$ cat config.mk
export PLATFORM = sky130hd
export DESIGN_NAME = msp_serial_port
export DESIGN_NICKNAME = d
export VERILOG_FILES = /design/src/inc/msp_pkg.sv /design/src/rtl/msp_baud_gen.sv /design/src/rtl/msp_serial_port.sv
export SDC_FILE = /design/constraint.sdc
export NUM_CORES = 1
export LEC_CHECK = 0
export ABC_AREA = 0
export ABC_CLOCK_PERIOD_IN_PS = 3000
export BUFFER_PORTS_ARGS = -buffer_cell sky130_fd_sc_hd__clkbuf_2
export CORE_UTILIZATION = 60
export CTS_BUF_LIST = sky130_fd_sc_hd__clkbuf_4 sky130_fd_sc_hd__clkbuf_8
export CTS_CLUSTER_SIZE = 14
export DETAILED_ROUTE_END_ITERATION = 8
export PLACE_DENSITY = 0.9
export SYNTH_ARGS = -nofsm -noshare
export SYNTH_HDL_FRONTEND = slang
export SYNTH_SLANG_ARGS = --single-unit
$ cat constraint.sdc
create_clock -name core_clk -period 3 [get_ports core_clk]
set_clock_uncertainty 0.15 [all_clocks]
set_input_delay 0.45 -clock core_clk [delete_from_list [all_inputs] [get_ports core_clk]]
set_output_delay 0.45 -clock core_clk [all_outputs]
set_load 0.005 [all_outputs]
$ cat src/inc/msp_pkg.sv
// Shared constants and types of the multidrop serial port
package msp_pkg;
    // Core clock and oversampling
    localparam int unsigned CLK_HZ    = 250_000_000;
    localparam int unsigned OVS       = 16;
    localparam int unsigned BAUD_SLOW = 9600;
    localparam int unsigned BAUD_MID  = 19200;
    localparam int unsigned BAUD_FAST = 38400;
    localparam logic [10:0] DIV_SLOW  = 11'(CLK_HZ / (BAUD_SLOW * OVS) - 1);
    localparam logic [10:0] DIV_MID   = 11'(CLK_HZ / (BAUD_MID * OVS) - 1);
    localparam logic [10:0] DIV_FAST  = 11'(CLK_HZ / (BAUD_FAST * OVS) - 1);
    localparam logic [3:0]  OVS_LAST  = 4'hf;
    localparam logic [3:0]  OVS_MID   = 4'h7;

    // Switch bank field positions (1 = switch on)
    localparam int SW_DATA7   = 0;
    localparam int SW_NOPAR   = 1;
    localparam int SW_ODD     = 2;
    localparam int SW_STOP1   = 3;
    localparam int SW_RATE_LO = 4;
    localparam int SW_RATE_HI = 5;

    // Register map, byte addresses
    localparam logic [11:0] REG_CTRL   = 12'h000;
    localparam logic [11:0] REG_STATUS = 12'h004;
    localparam logic [11:0] REG_TXDATA = 12'h008;
    localparam logic [11:0] REG_RXDATA = 12'h00c;
    localparam logic [11:0] REG_CONFIG = 12'h010;

    // Control and status field positions
    localparam int CTRL_RX_EN  = 0;
    localparam int CTRL_TX_EN  = 1;
    localparam logic [1:0] CTRL_RST = 2'h3;
    localparam int ST_TX_BUSY  = 0;
    localparam int ST_RX_VALID = 1;
    localparam int ST_PAR_ERR  = 2;
    localparam int ST_FRM_ERR  = 3;
    localparam int ST_OVR_ERR  = 4;
    localparam int ST_BCC_ERR  = 5;
    localparam int ST_BCC_OK   = 6;
    localparam int CFG_STATION = 8;
    localparam int CFG_PEND_SW = 16;
    localparam int CFG_PEND_ST = 24;
    localparam int CFG_RESTART = 31;

    // Message control bytes
    localparam logic [7:0] CH_ACK = 8'h06;
    localparam logic [7:0] CH_NAK = 8'h15;
    localparam logic [7:0] CH_STX = 8'h02;
    localparam logic [7:0] CH_ETX = 8'h03;

    // Switch sampling delay after reset release
    localparam logic [1:0] CAP_WAIT = 2'h3;

    typedef enum logic [2:0] {TX_IDLE, TX_START, TX_DATA, TX_PAR, TX_STOP} msp_tx_e;
    typedef enum logic [2:0] {RX_IDLE, RX_START, RX_DATA, RX_PAR, RX_STOP} msp_rx_e;
    typedef enum logic [1:0] {MSG_NONE, MSG_BODY, MSG_BCC} msp_msg_e;
endpackage

$ cat src/rtl/msp_baud_gen.sv
// Oversampling tick divider for the serial bit rate
`timescale 1ns/10ps
module msp_baud_gen
    import msp_pkg::*;
(
    input  wire logic       core_clk,
    input  wire logic       rst,
    input  wire logic [1:0] rate_sel,
    output logic            tick
);
    typedef struct packed {
        logic [10:0] cnt;
        logic        tick;
    } msp_baud_s;

    msp_baud_s st;
    msp_baud_s next_st;
    logic [10:0] div;

    always_comb begin
        unique case (rate_sel)
            2'b10:   div = DIV_FAST;
            2'b01:   div = DIV_MID;
            default: div = DIV_SLOW;
        endcase
        next_st = st;
        next_st.tick = 1'b0;
        if (st.cnt >= div) begin
            next_st.cnt  = 11'h000;
            next_st.tick = 1'b1;
        end else begin
            next_st.cnt = st.cnt + 11'h001;
        end
    end

    always_ff @(posedge core_clk) begin
        if (rst) begin
            st <= '0;
        end else begin
            st <= next_st;
        end
    end

    assign tick = st.tick;
endmodule

$ cat src/rtl/msp_serial_port.sv
// Multidrop serial port: framing, block check and APB registers
// Contract
// - Independent async transmit and receive paths
// - Switch 1 off eight bits, on seven
// - Switch 2 off adds parity bit
// - Switch 3 off even, on odd parity
// - Switch 4 off two stops, on one
// - Switches 5/6 pick 9600/19200/38400 bps
// - Switch changes apply only after reset
// - Station number 00 to 15, strapped
// - ACK 06, NAK 15, STX 02, ETX 03
// - Block check is XOR after STX through ETX
//
// Local design decisions: the address map and the APB interface to the registers.
`timescale 1ns/10ps
module msp_serial_port
    import msp_pkg::*;
(
    input  wire logic        core_clk,
    input  wire logic        rst,
    input  wire logic        psel,
    input  wire logic        penable,
    input  wire logic        pwrite,
    input  wire logic [11:0] paddr,
    input  wire logic [31:0] pwdata,
    output logic      [31:0] prdata,
    output logic             pready,
    output logic             pslverr,
    input  wire logic [5:0]  serial_format_switch_bank,
    input  wire logic [3:0]  station_number,
    input  wire logic        ser_rx,
    output logic             ser_tx,
    output logic             ser_de
);
    typedef struct packed {
        logic        rx_s1;
        logic        rx_s2;
        logic [5:0]  sw_s1;
        logic [5:0]  sw_s2;
        logic [3:0]  st_s1;
        logic [3:0]  st_s2;
        logic [1:0]  cap_cnt;
        logic        loaded;
        logic [5:0]  sw_act;
        logic [3:0]  st_act;
        logic [1:0]  ctrl;
        msp_tx_e     tx_st;
        logic [3:0]  tx_tick;
        logic [2:0]  tx_bit;
        logic [7:0]  tx_shift;
        logic        tx_par;
        logic        tx_stop2;
        logic        tx_line;
        logic        tx_de;
        logic [7:0]  tx_bcc;
        logic        tx_msg;
        msp_rx_e     rx_st;
        logic [3:0]  rx_tick;
        logic [2:0]  rx_bit;
        logic [7:0]  rx_shift;
        logic        rx_pbad;
        logic [7:0]  rx_data;
        logic        rx_valid;
        logic        par_err;
        logic        frm_err;
        logic        ovr_err;
        logic        bcc_err;
        logic        bcc_ok;
        logic [7:0]  rx_bcc;
        msp_msg_e    rx_msg;
        logic [31:0] rdata;
        logic        err;
    } msp_port_s;

    msp_port_s st;
    msp_port_s next_st;
    logic      tick;

    // Parity bit for a character of the active length
    function automatic logic frame_parity(input logic [7:0] d, input logic d7, input logic odd);
        logic [7:0] m;
        m = d7 ? {1'b0, d[6:0]} : d;
        return (^m) ^ odd;
    endfunction

    function automatic logic reg_known(input logic [11:0] a);
        return a == REG_CTRL || a == REG_STATUS || a == REG_TXDATA ||
               a == REG_RXDATA || a == REG_CONFIG;
    endfunction

    msp_baud_gen u_baud (
        .core_clk (core_clk),
        .rst      (rst),
        .rate_sel ({st.sw_act[SW_RATE_LO], st.sw_act[SW_RATE_HI]}),
        .tick     (tick)
    );

    logic       data7;
    logic       par_en;
    logic       odd;
    logic [2:0] last_bit;
    logic       setup;
    logic       access;
    logic       wr;
    logic       rd_rx;
    logic       tx_go;
    logic [7:0] tx_byte;
    logic [7:0] rx_full;
    logic       deliver;
    logic [7:0] w1c;
    logic [7:0] status;

    always_comb begin
        data7    = st.sw_act[SW_DATA7];
        par_en   = !st.sw_act[SW_NOPAR];
        odd      = st.sw_act[SW_ODD];
        last_bit = data7 ? 3'h6 : 3'h7;
        setup    = psel && !penable;
        access   = psel && penable;
        wr       = access && pwrite && reg_known(paddr);
        rd_rx    = access && !pwrite && paddr == REG_RXDATA;
        tx_byte  = data7 ? {1'b0, pwdata[6:0]} : pwdata[7:0];
        tx_go    = wr && paddr == REG_TXDATA && st.tx_st == TX_IDLE &&
                   st.ctrl[CTRL_TX_EN] && st.loaded;
        w1c      = (wr && paddr == REG_STATUS) ? pwdata[7:0] : 8'h00;
        rx_full  = {st.rx_s2, st.rx_shift[7:1]};
        deliver  = 1'b0;
        status   = {1'b0, st.bcc_ok, st.bcc_err, st.ovr_err, st.frm_err, st.par_err,
                    st.rx_valid, st.tx_st != TX_IDLE};

        next_st = st;
        // Synchronisers: second stage alone feeds the logic
        next_st.rx_s1 = ser_rx;
        next_st.rx_s2 = st.rx_s1;
        next_st.sw_s1 = serial_format_switch_bank;
        next_st.sw_s2 = st.sw_s1;
        next_st.st_s1 = station_number;
        next_st.st_s2 = st.st_s1;

        // Settings are taken once after reset, never while running
        if (!st.loaded) begin
            if (st.cap_cnt == CAP_WAIT) begin
                next_st.loaded = 1'b1;
                next_st.sw_act = st.sw_s2;
                next_st.st_act = st.st_s2;
            end else begin
                next_st.cap_cnt = st.cap_cnt + 2'h1;
            end
        end

        if (wr && paddr == REG_CTRL) begin
            next_st.ctrl = pwdata[1:0];
        end

        // Transmit path, runs regardless of receive
        if (tx_go) begin
            next_st.tx_st    = TX_START;
            next_st.tx_shift = tx_byte;
            next_st.tx_par   = frame_parity(tx_byte, data7, odd);
            next_st.tx_stop2 = !st.sw_act[SW_STOP1];
            next_st.tx_tick  = 4'h0;
            next_st.tx_line  = 1'b0;
            next_st.tx_de    = 1'b1;
            // Running check over a message for software to append
            if (tx_byte == CH_STX) begin
                next_st.tx_bcc = 8'h00;
                next_st.tx_msg = 1'b1;
            end else if (st.tx_msg) begin
                next_st.tx_bcc = st.tx_bcc ^ tx_byte;
                next_st.tx_msg = tx_byte != CH_ETX;
            end
        end else if (tick && st.tx_st != TX_IDLE) begin
            next_st.tx_tick = st.tx_tick + 4'h1;
            if (st.tx_tick == OVS_LAST) begin
                unique case (st.tx_st)
                    TX_START: begin
                        next_st.tx_st   = TX_DATA;
                        next_st.tx_bit  = 3'h0;
                        next_st.tx_line = st.tx_shift[0];
                    end
                    TX_DATA: begin
                        if (st.tx_bit == last_bit) begin
                            next_st.tx_st   = par_en ? TX_PAR : TX_STOP;
                            next_st.tx_line = par_en ? st.tx_par : 1'b1;
                        end else begin
                            next_st.tx_bit   = st.tx_bit + 3'h1;
                            next_st.tx_shift = {1'b0, st.tx_shift[7:1]};
                            next_st.tx_line  = st.tx_shift[1];
                        end
                    end
                    TX_PAR: begin
                        next_st.tx_st   = TX_STOP;
                        next_st.tx_line = 1'b1;
                    end
                    TX_STOP: begin
                        if (st.tx_stop2) begin
                            next_st.tx_stop2 = 1'b0;
                        end else begin
                            next_st.tx_st = TX_IDLE;
                            next_st.tx_de = 1'b0;
                        end
                    end
                    TX_IDLE: begin
                        next_st.tx_line = 1'b1;
                    end
                endcase
            end
        end

        // Receive path, samples each bit at its middle
        if (st.rx_st == RX_IDLE) begin
            if (!st.rx_s2 && st.ctrl[CTRL_RX_EN] && st.loaded) begin
                next_st.rx_st   = RX_START;
                next_st.rx_tick = 4'h0;
            end
        end else if (tick) begin
            next_st.rx_tick = st.rx_tick + 4'h1;
            unique case (st.rx_st)
                RX_START: begin
                    if (st.rx_tick == OVS_MID) begin
                        next_st.rx_tick = 4'h0;
                        next_st.rx_bit  = 3'h0;
                        // A short low pulse is noise, not a start bit
                        next_st.rx_st   = st.rx_s2 ? RX_IDLE : RX_DATA;
                    end
                end
                RX_DATA: begin
                    if (st.rx_tick == OVS_LAST) begin
                        next_st.rx_shift = rx_full;
                        next_st.rx_bit   = st.rx_bit + 3'h1;
                        if (st.rx_bit == last_bit) begin
                            // Seven-bit characters sit in the low bits
                            next_st.rx_shift = data7 ? {1'b0, rx_full[7:1]} : rx_full;
                            next_st.rx_st    = par_en ? RX_PAR : RX_STOP;
                            next_st.rx_pbad  = 1'b0;
                        end
                    end
                end
                RX_PAR: begin
                    if (st.rx_tick == OVS_LAST) begin
                        next_st.rx_pbad = frame_parity(st.rx_shift, data7, odd) != st.rx_s2;
                        next_st.rx_st   = RX_STOP;
                    end
                end
                RX_STOP: begin
                    // Only the first stop bit is checked; a second one reads as idle
                    if (st.rx_tick == OVS_LAST) begin
                        next_st.rx_st = RX_IDLE;
                        deliver       = 1'b1;
                    end
                end
                RX_IDLE: begin
                    next_st.rx_tick = 4'h0;
                end
            endcase
        end

        // Status flags: hardware set wins over software clear
        next_st.rx_valid = (st.rx_valid && !rd_rx) || deliver;
        next_st.par_err  = (st.par_err && !w1c[ST_PAR_ERR]) || (deliver && st.rx_pbad);
        next_st.frm_err  = (st.frm_err && !w1c[ST_FRM_ERR]) || (deliver && !st.rx_s2);
        next_st.ovr_err  = (st.ovr_err && !w1c[ST_OVR_ERR]) ||
                           (deliver && st.rx_valid && !rd_rx);
        next_st.bcc_err  = st.bcc_err && !w1c[ST_BCC_ERR];
        next_st.bcc_ok   = st.bcc_ok && !w1c[ST_BCC_OK];
        if (deliver) begin
            next_st.rx_data = st.rx_shift;
            unique case (st.rx_msg)
                MSG_NONE: begin
                    if (st.rx_shift == CH_STX) begin
                        next_st.rx_msg = MSG_BODY;
                        next_st.rx_bcc = 8'h00;
                    end
                end
                MSG_BODY: begin
                    next_st.rx_bcc = st.rx_bcc ^ st.rx_shift;
                    if (st.rx_shift == CH_ETX) begin
                        next_st.rx_msg = MSG_BCC;
                    end
                end
                MSG_BCC: begin
                    next_st.rx_msg = MSG_NONE;
                    if (st.rx_shift == st.rx_bcc) begin
                        next_st.bcc_ok = 1'b1;
                    end else begin
                        next_st.bcc_err = 1'b1;
                    end
                end
            endcase
        end

        // Read data is prepared in the setup phase so it leaves a flop
        if (setup) begin
            next_st.err = !reg_known(paddr);
            unique case (paddr)
                REG_CTRL:   next_st.rdata = {30'h0, st.ctrl};
                REG_STATUS: next_st.rdata = {24'h0, status};
                REG_TXDATA: next_st.rdata = {24'h0, st.tx_bcc};
                REG_RXDATA: next_st.rdata = {24'h0, st.rx_data};
                REG_CONFIG: next_st.rdata = {st.sw_s2 != st.sw_act || st.st_s2 != st.st_act,
                                             3'h0, st.st_s2, 2'h0, st.sw_s2,
                                             4'h0, st.st_act, 2'h0, st.sw_act};
                default:    next_st.rdata = 32'h0;
            endcase
        end
    end

    always_ff @(posedge core_clk) begin
        if (rst) begin
            st          <= '0;
            st.rx_s1    <= 1'b1;
            st.rx_s2    <= 1'b1;
            st.ctrl     <= CTRL_RST;
            st.tx_st    <= TX_IDLE;
            st.tx_line  <= 1'b1;
            st.rx_st    <= RX_IDLE;
            st.rx_msg   <= MSG_NONE;
        end else begin
            st <= next_st;
        end
    end

    assign prdata  = st.rdata;
    assign pready  = psel && penable;
    assign pslverr = psel && penable && st.err;
    assign ser_tx  = st.tx_line;
    assign ser_de  = st.tx_de;
endmodule

==> flow_summary.json <==
{
  "status": "completed",
  "cts_tree": "built",
  "drc": 0,
  "fmax_mhz": 393,
  "fp.coreArea_um2": 11700,
  "syn_inst": 854,
  "required_ns": 3.24,
  "synth-compound-area-share_pct": 17.1,
  "post-cts-setup-buffers": 0,
  "worstSetupPathType": "flip-flop to flip-flop",
  "gp_congestion": 0.888,
  "first_iter_violations": 737,
  "critPathCaptureType": "flip-flop",
  "hp-class": "primary input to flip-flop",
  "ys.flop_type": "dfxtp_1",
  "grt_pass1_vias": 5624,
  "post_cts_resized": 0,
  "vias": 6134,
  "synthSimpleGateAreaFrac_pct": 22.1,
  "dieHeight_um": 113,
  "nNetsFinal": 965,
  "leakagePower_nw": 3.07,
  "synth_xor_area_share_pct": 4.30,
  "r2r_start": "st[118]",
  "drv_cap": 0,
  "rows": 39,
  "cts_buffers": 17,
  "clockRootBuffer": "clkbuf_8",
  "clockBufferDepth": 2,
  "fill_cells": 902,
  "setup_viol": 0,
  "routedWlPerCell_um": 15.7,
  "cts.sinks": 147,
  "hold_path_end": "next_st[142]",
  "ys_seq_area_share_pct": 40.2,
  "rr_endpoint": "u_baud.st[6]",
  "grtUsageTotal_pct": 26.3,
  "port_buffers": 62,
  "cts_hold_buffers": 0,
  "synth_edf_count": 0,
  "grt-ovfl-total": 0,
  "multi_input_area_um2": 3820,
  "hold_depth": 2,
  "report.final.slew_viol_count": 0,
  "worst_slew_pin_slew_ns": 0.683,
  "die_w_um": 113,
  "placed_cells": 998,
  "synthMuxAreaShare_pct": 2.83,
  "start_kind": "flip-flop",
  "synth_top_family_by_area": "simple AND/OR/NAND/NOR gates",
  "finalSetupTns_ns": 0,
  "clkLatencyLatePin_ns": 0.46,
  "ys_ff_latch": 147,
  "syn_area_um2": 7330,
  "finalCriticalPeriod_ns": 2.54,
  "synth_cell_types": 71,
  "grt_max_degree": 83,
  "clk_pin_slew_ns": 0.09,
  "boundaryPins": 96,
  "relSlewSlack_pct": 54.3,
  "wirelength_mm": 16.1,
  "r2r_slack_ns": 0.46,
  "h-tree-depth": 4,
  "grt_pass1_wl_mm": 26.8,
  "drive_gt1_share_pct": 13.8,
  "period_share_pct": 84.8,
  "die-area_um2": 12700,
  "arrival_ns": 2.79,
  "diodes": 0,
  "detail-route-antenna-nets": 0,
  "antenna_found_initial": 0,
  "hold_viol": 0,
  "dr.pass1.iters": 5,
  "ir_drop_mv": 0.394,
  "grt_setup_unrepaired": "no",
  "regArea_um2": 2940,
  "synthesis.yosys.warnings": 0,
  "synth.avg_cell_area_um2": 8.58,
  "synthAdderAreaFrac_pct": 5.29,
  "cp_max_fo": 11,
  "power.density_nw_per_um2": 487,
  "start_util_pct": 62.8,
  "viasPerCell": 5.96,
  "fin_cells": 1030,
  "hpwl_mm": 11.2,
  "syn2layout_area_growth_pct": 7.87,
  "min-delay-start": "ser_rx",
  "r2r_cells": 9,
  "async_reset_ff_share_pct": 0
}
-- flip-flops by register name (all words and copies together) (netlist names), 8 cells and up --
register,flops
next_st,11
prdata,23
rx_full,8
st,89
u_baud.st,11
-- layer usage --
layer / vias to the layer above / part of all wire, % / GRT usage [%]
li1: 3009 / - / -
met1: 2845 / 44 / 34.0
met2: 225 / 47 / 42.4
met3: 55 / 5.8 / 5.45
met4: 0 / 3.5 / 12.4
met5: - / 0 / 0
-- how the worst max path moves through the flow --
stage	from	endpoint	slack [ns]
final	st[118]	u_baud.st[6]	0.46
after floorplan	paddr[5]	st[83]	0.77
after detailed placement	paddr[9]	st[76]	0.35
after global placement	paddr[9]	st[76]	0.37
after global routing	st[117]	u_baud.st[8]	0.30
after CTS	st[117]	u_baud.st[7]	0.48
-- metrics by stage --
| step | worst slack [ns] | hold WS [ns] | power (mW) | utilization, % | cell area [um2] |
|---|---|---|---|---|---|
| final | 0.455 | 0.0220 | 3.85 | 67.8 | 7910 |
| after global routing | 0.303 | 0.00997 | 4.01 | 67.8 | 7910 |
| after CTS | 0.480 | 0.0128 | 3.86 | 67.8 | 7910 |
| after detailed placement | 0.346 | 0.246 | 2.33 | 64.2 | 7490 |
| after global placement | 0.374 | 0.244 | 2.32 | 64.2 | 7490 |
| after floorplan | 0.770 | 0.239 | 2.25 | - | 7360 |
-- cell families (layout without fill, tap and decap cells) --
family          after synthesis  after routing
fa+ha+maj                    31             31
mux                          20             20
flops                       147            147
compound gates              188            188
xor+xnor                     36             36
simple gates                313            313
buf+inv                     118            143
other cells                   1              9
-- power by group --
group | internal [mW] | leakage, nW | total [mW] | switching, mW
clock | 0.645 | 0.210 | 1.56 | 0.915
sequential | 1.99 | 1.19 | 2.02 | 0.0356
combinational | 0.104 | 1.67 | 0.270 | 0.166
total | 2.74 | 3.07 | 3.85 | 1.12
-- worst max-delay path: stages, from the launching register on --
cell	delay (ns)
dfxtp_1	0.49
inv_1	0.08
ha_1	0.25
ha_1	0.31
nand2b_1	0.15
a211o_1	0.30
a211oi_1	0.30
o21ai_0	0.13
buf_4	0.19
nor2_1	0.12
-- Yosys cell counts (all sizes together) (7+ instances only) --
master,instances,share of area [%]
clkbuf,32,1.6
xnor2,19,2.3
buf,48,4.5
ha,31,5.3
nand3b,7,0.72
xor2,17,2.0
a211oi,18,1.8
a22oi,23,2.4
mux2i,17,2.3
nand2,63,3.2
nand3,28,1.9
dfxtp,147,40
o32ai,14,1.7
nor3,10,0.75
o21ai,21,1.4
nor2,91,4.7
inv,38,1.9
nand2b,10,0.85
nor4,12,1.5
and3,7,0.60
nor2b,46,3.9
a21oi,65,4.4
nand4,12,1.2
-- area by class of cell --
class | instances | area share [%]
multi-input combinational | 597 | 48.3
sequential | 147 | 37.2
timing repair buffer | 73 | 5.16
clock buffer | 17 | 2.96
clock inverter | 15 | 2.26
tap | 143 | 2.26
inverter | 38 | 1.80
-- placed cells by master, fill, tap and decap left out, types with 7 or more instances in the layout --
master	n
a22oi_1	23
dfxtp_1	147
nand4_1	11
nand3b_1	7
a211oi_1	18
inv_1	38
xnor2_1	19
nor2b_1	46
nor4_1	9
clkbuf_8	17
xor2_1	17
mux2i_1	17
buf_4	11
conb_1	9
nand2b_1	10
nand2_1	63
o21ai_0	18
a21oi_1	65
ha_1	31
nor3_1	9
nand3_1	28
o32ai_1	14
inv_8	7
clkbuf_2	61
nor2_1	90
and3_1	7
(Power assumes the default switching activity.)
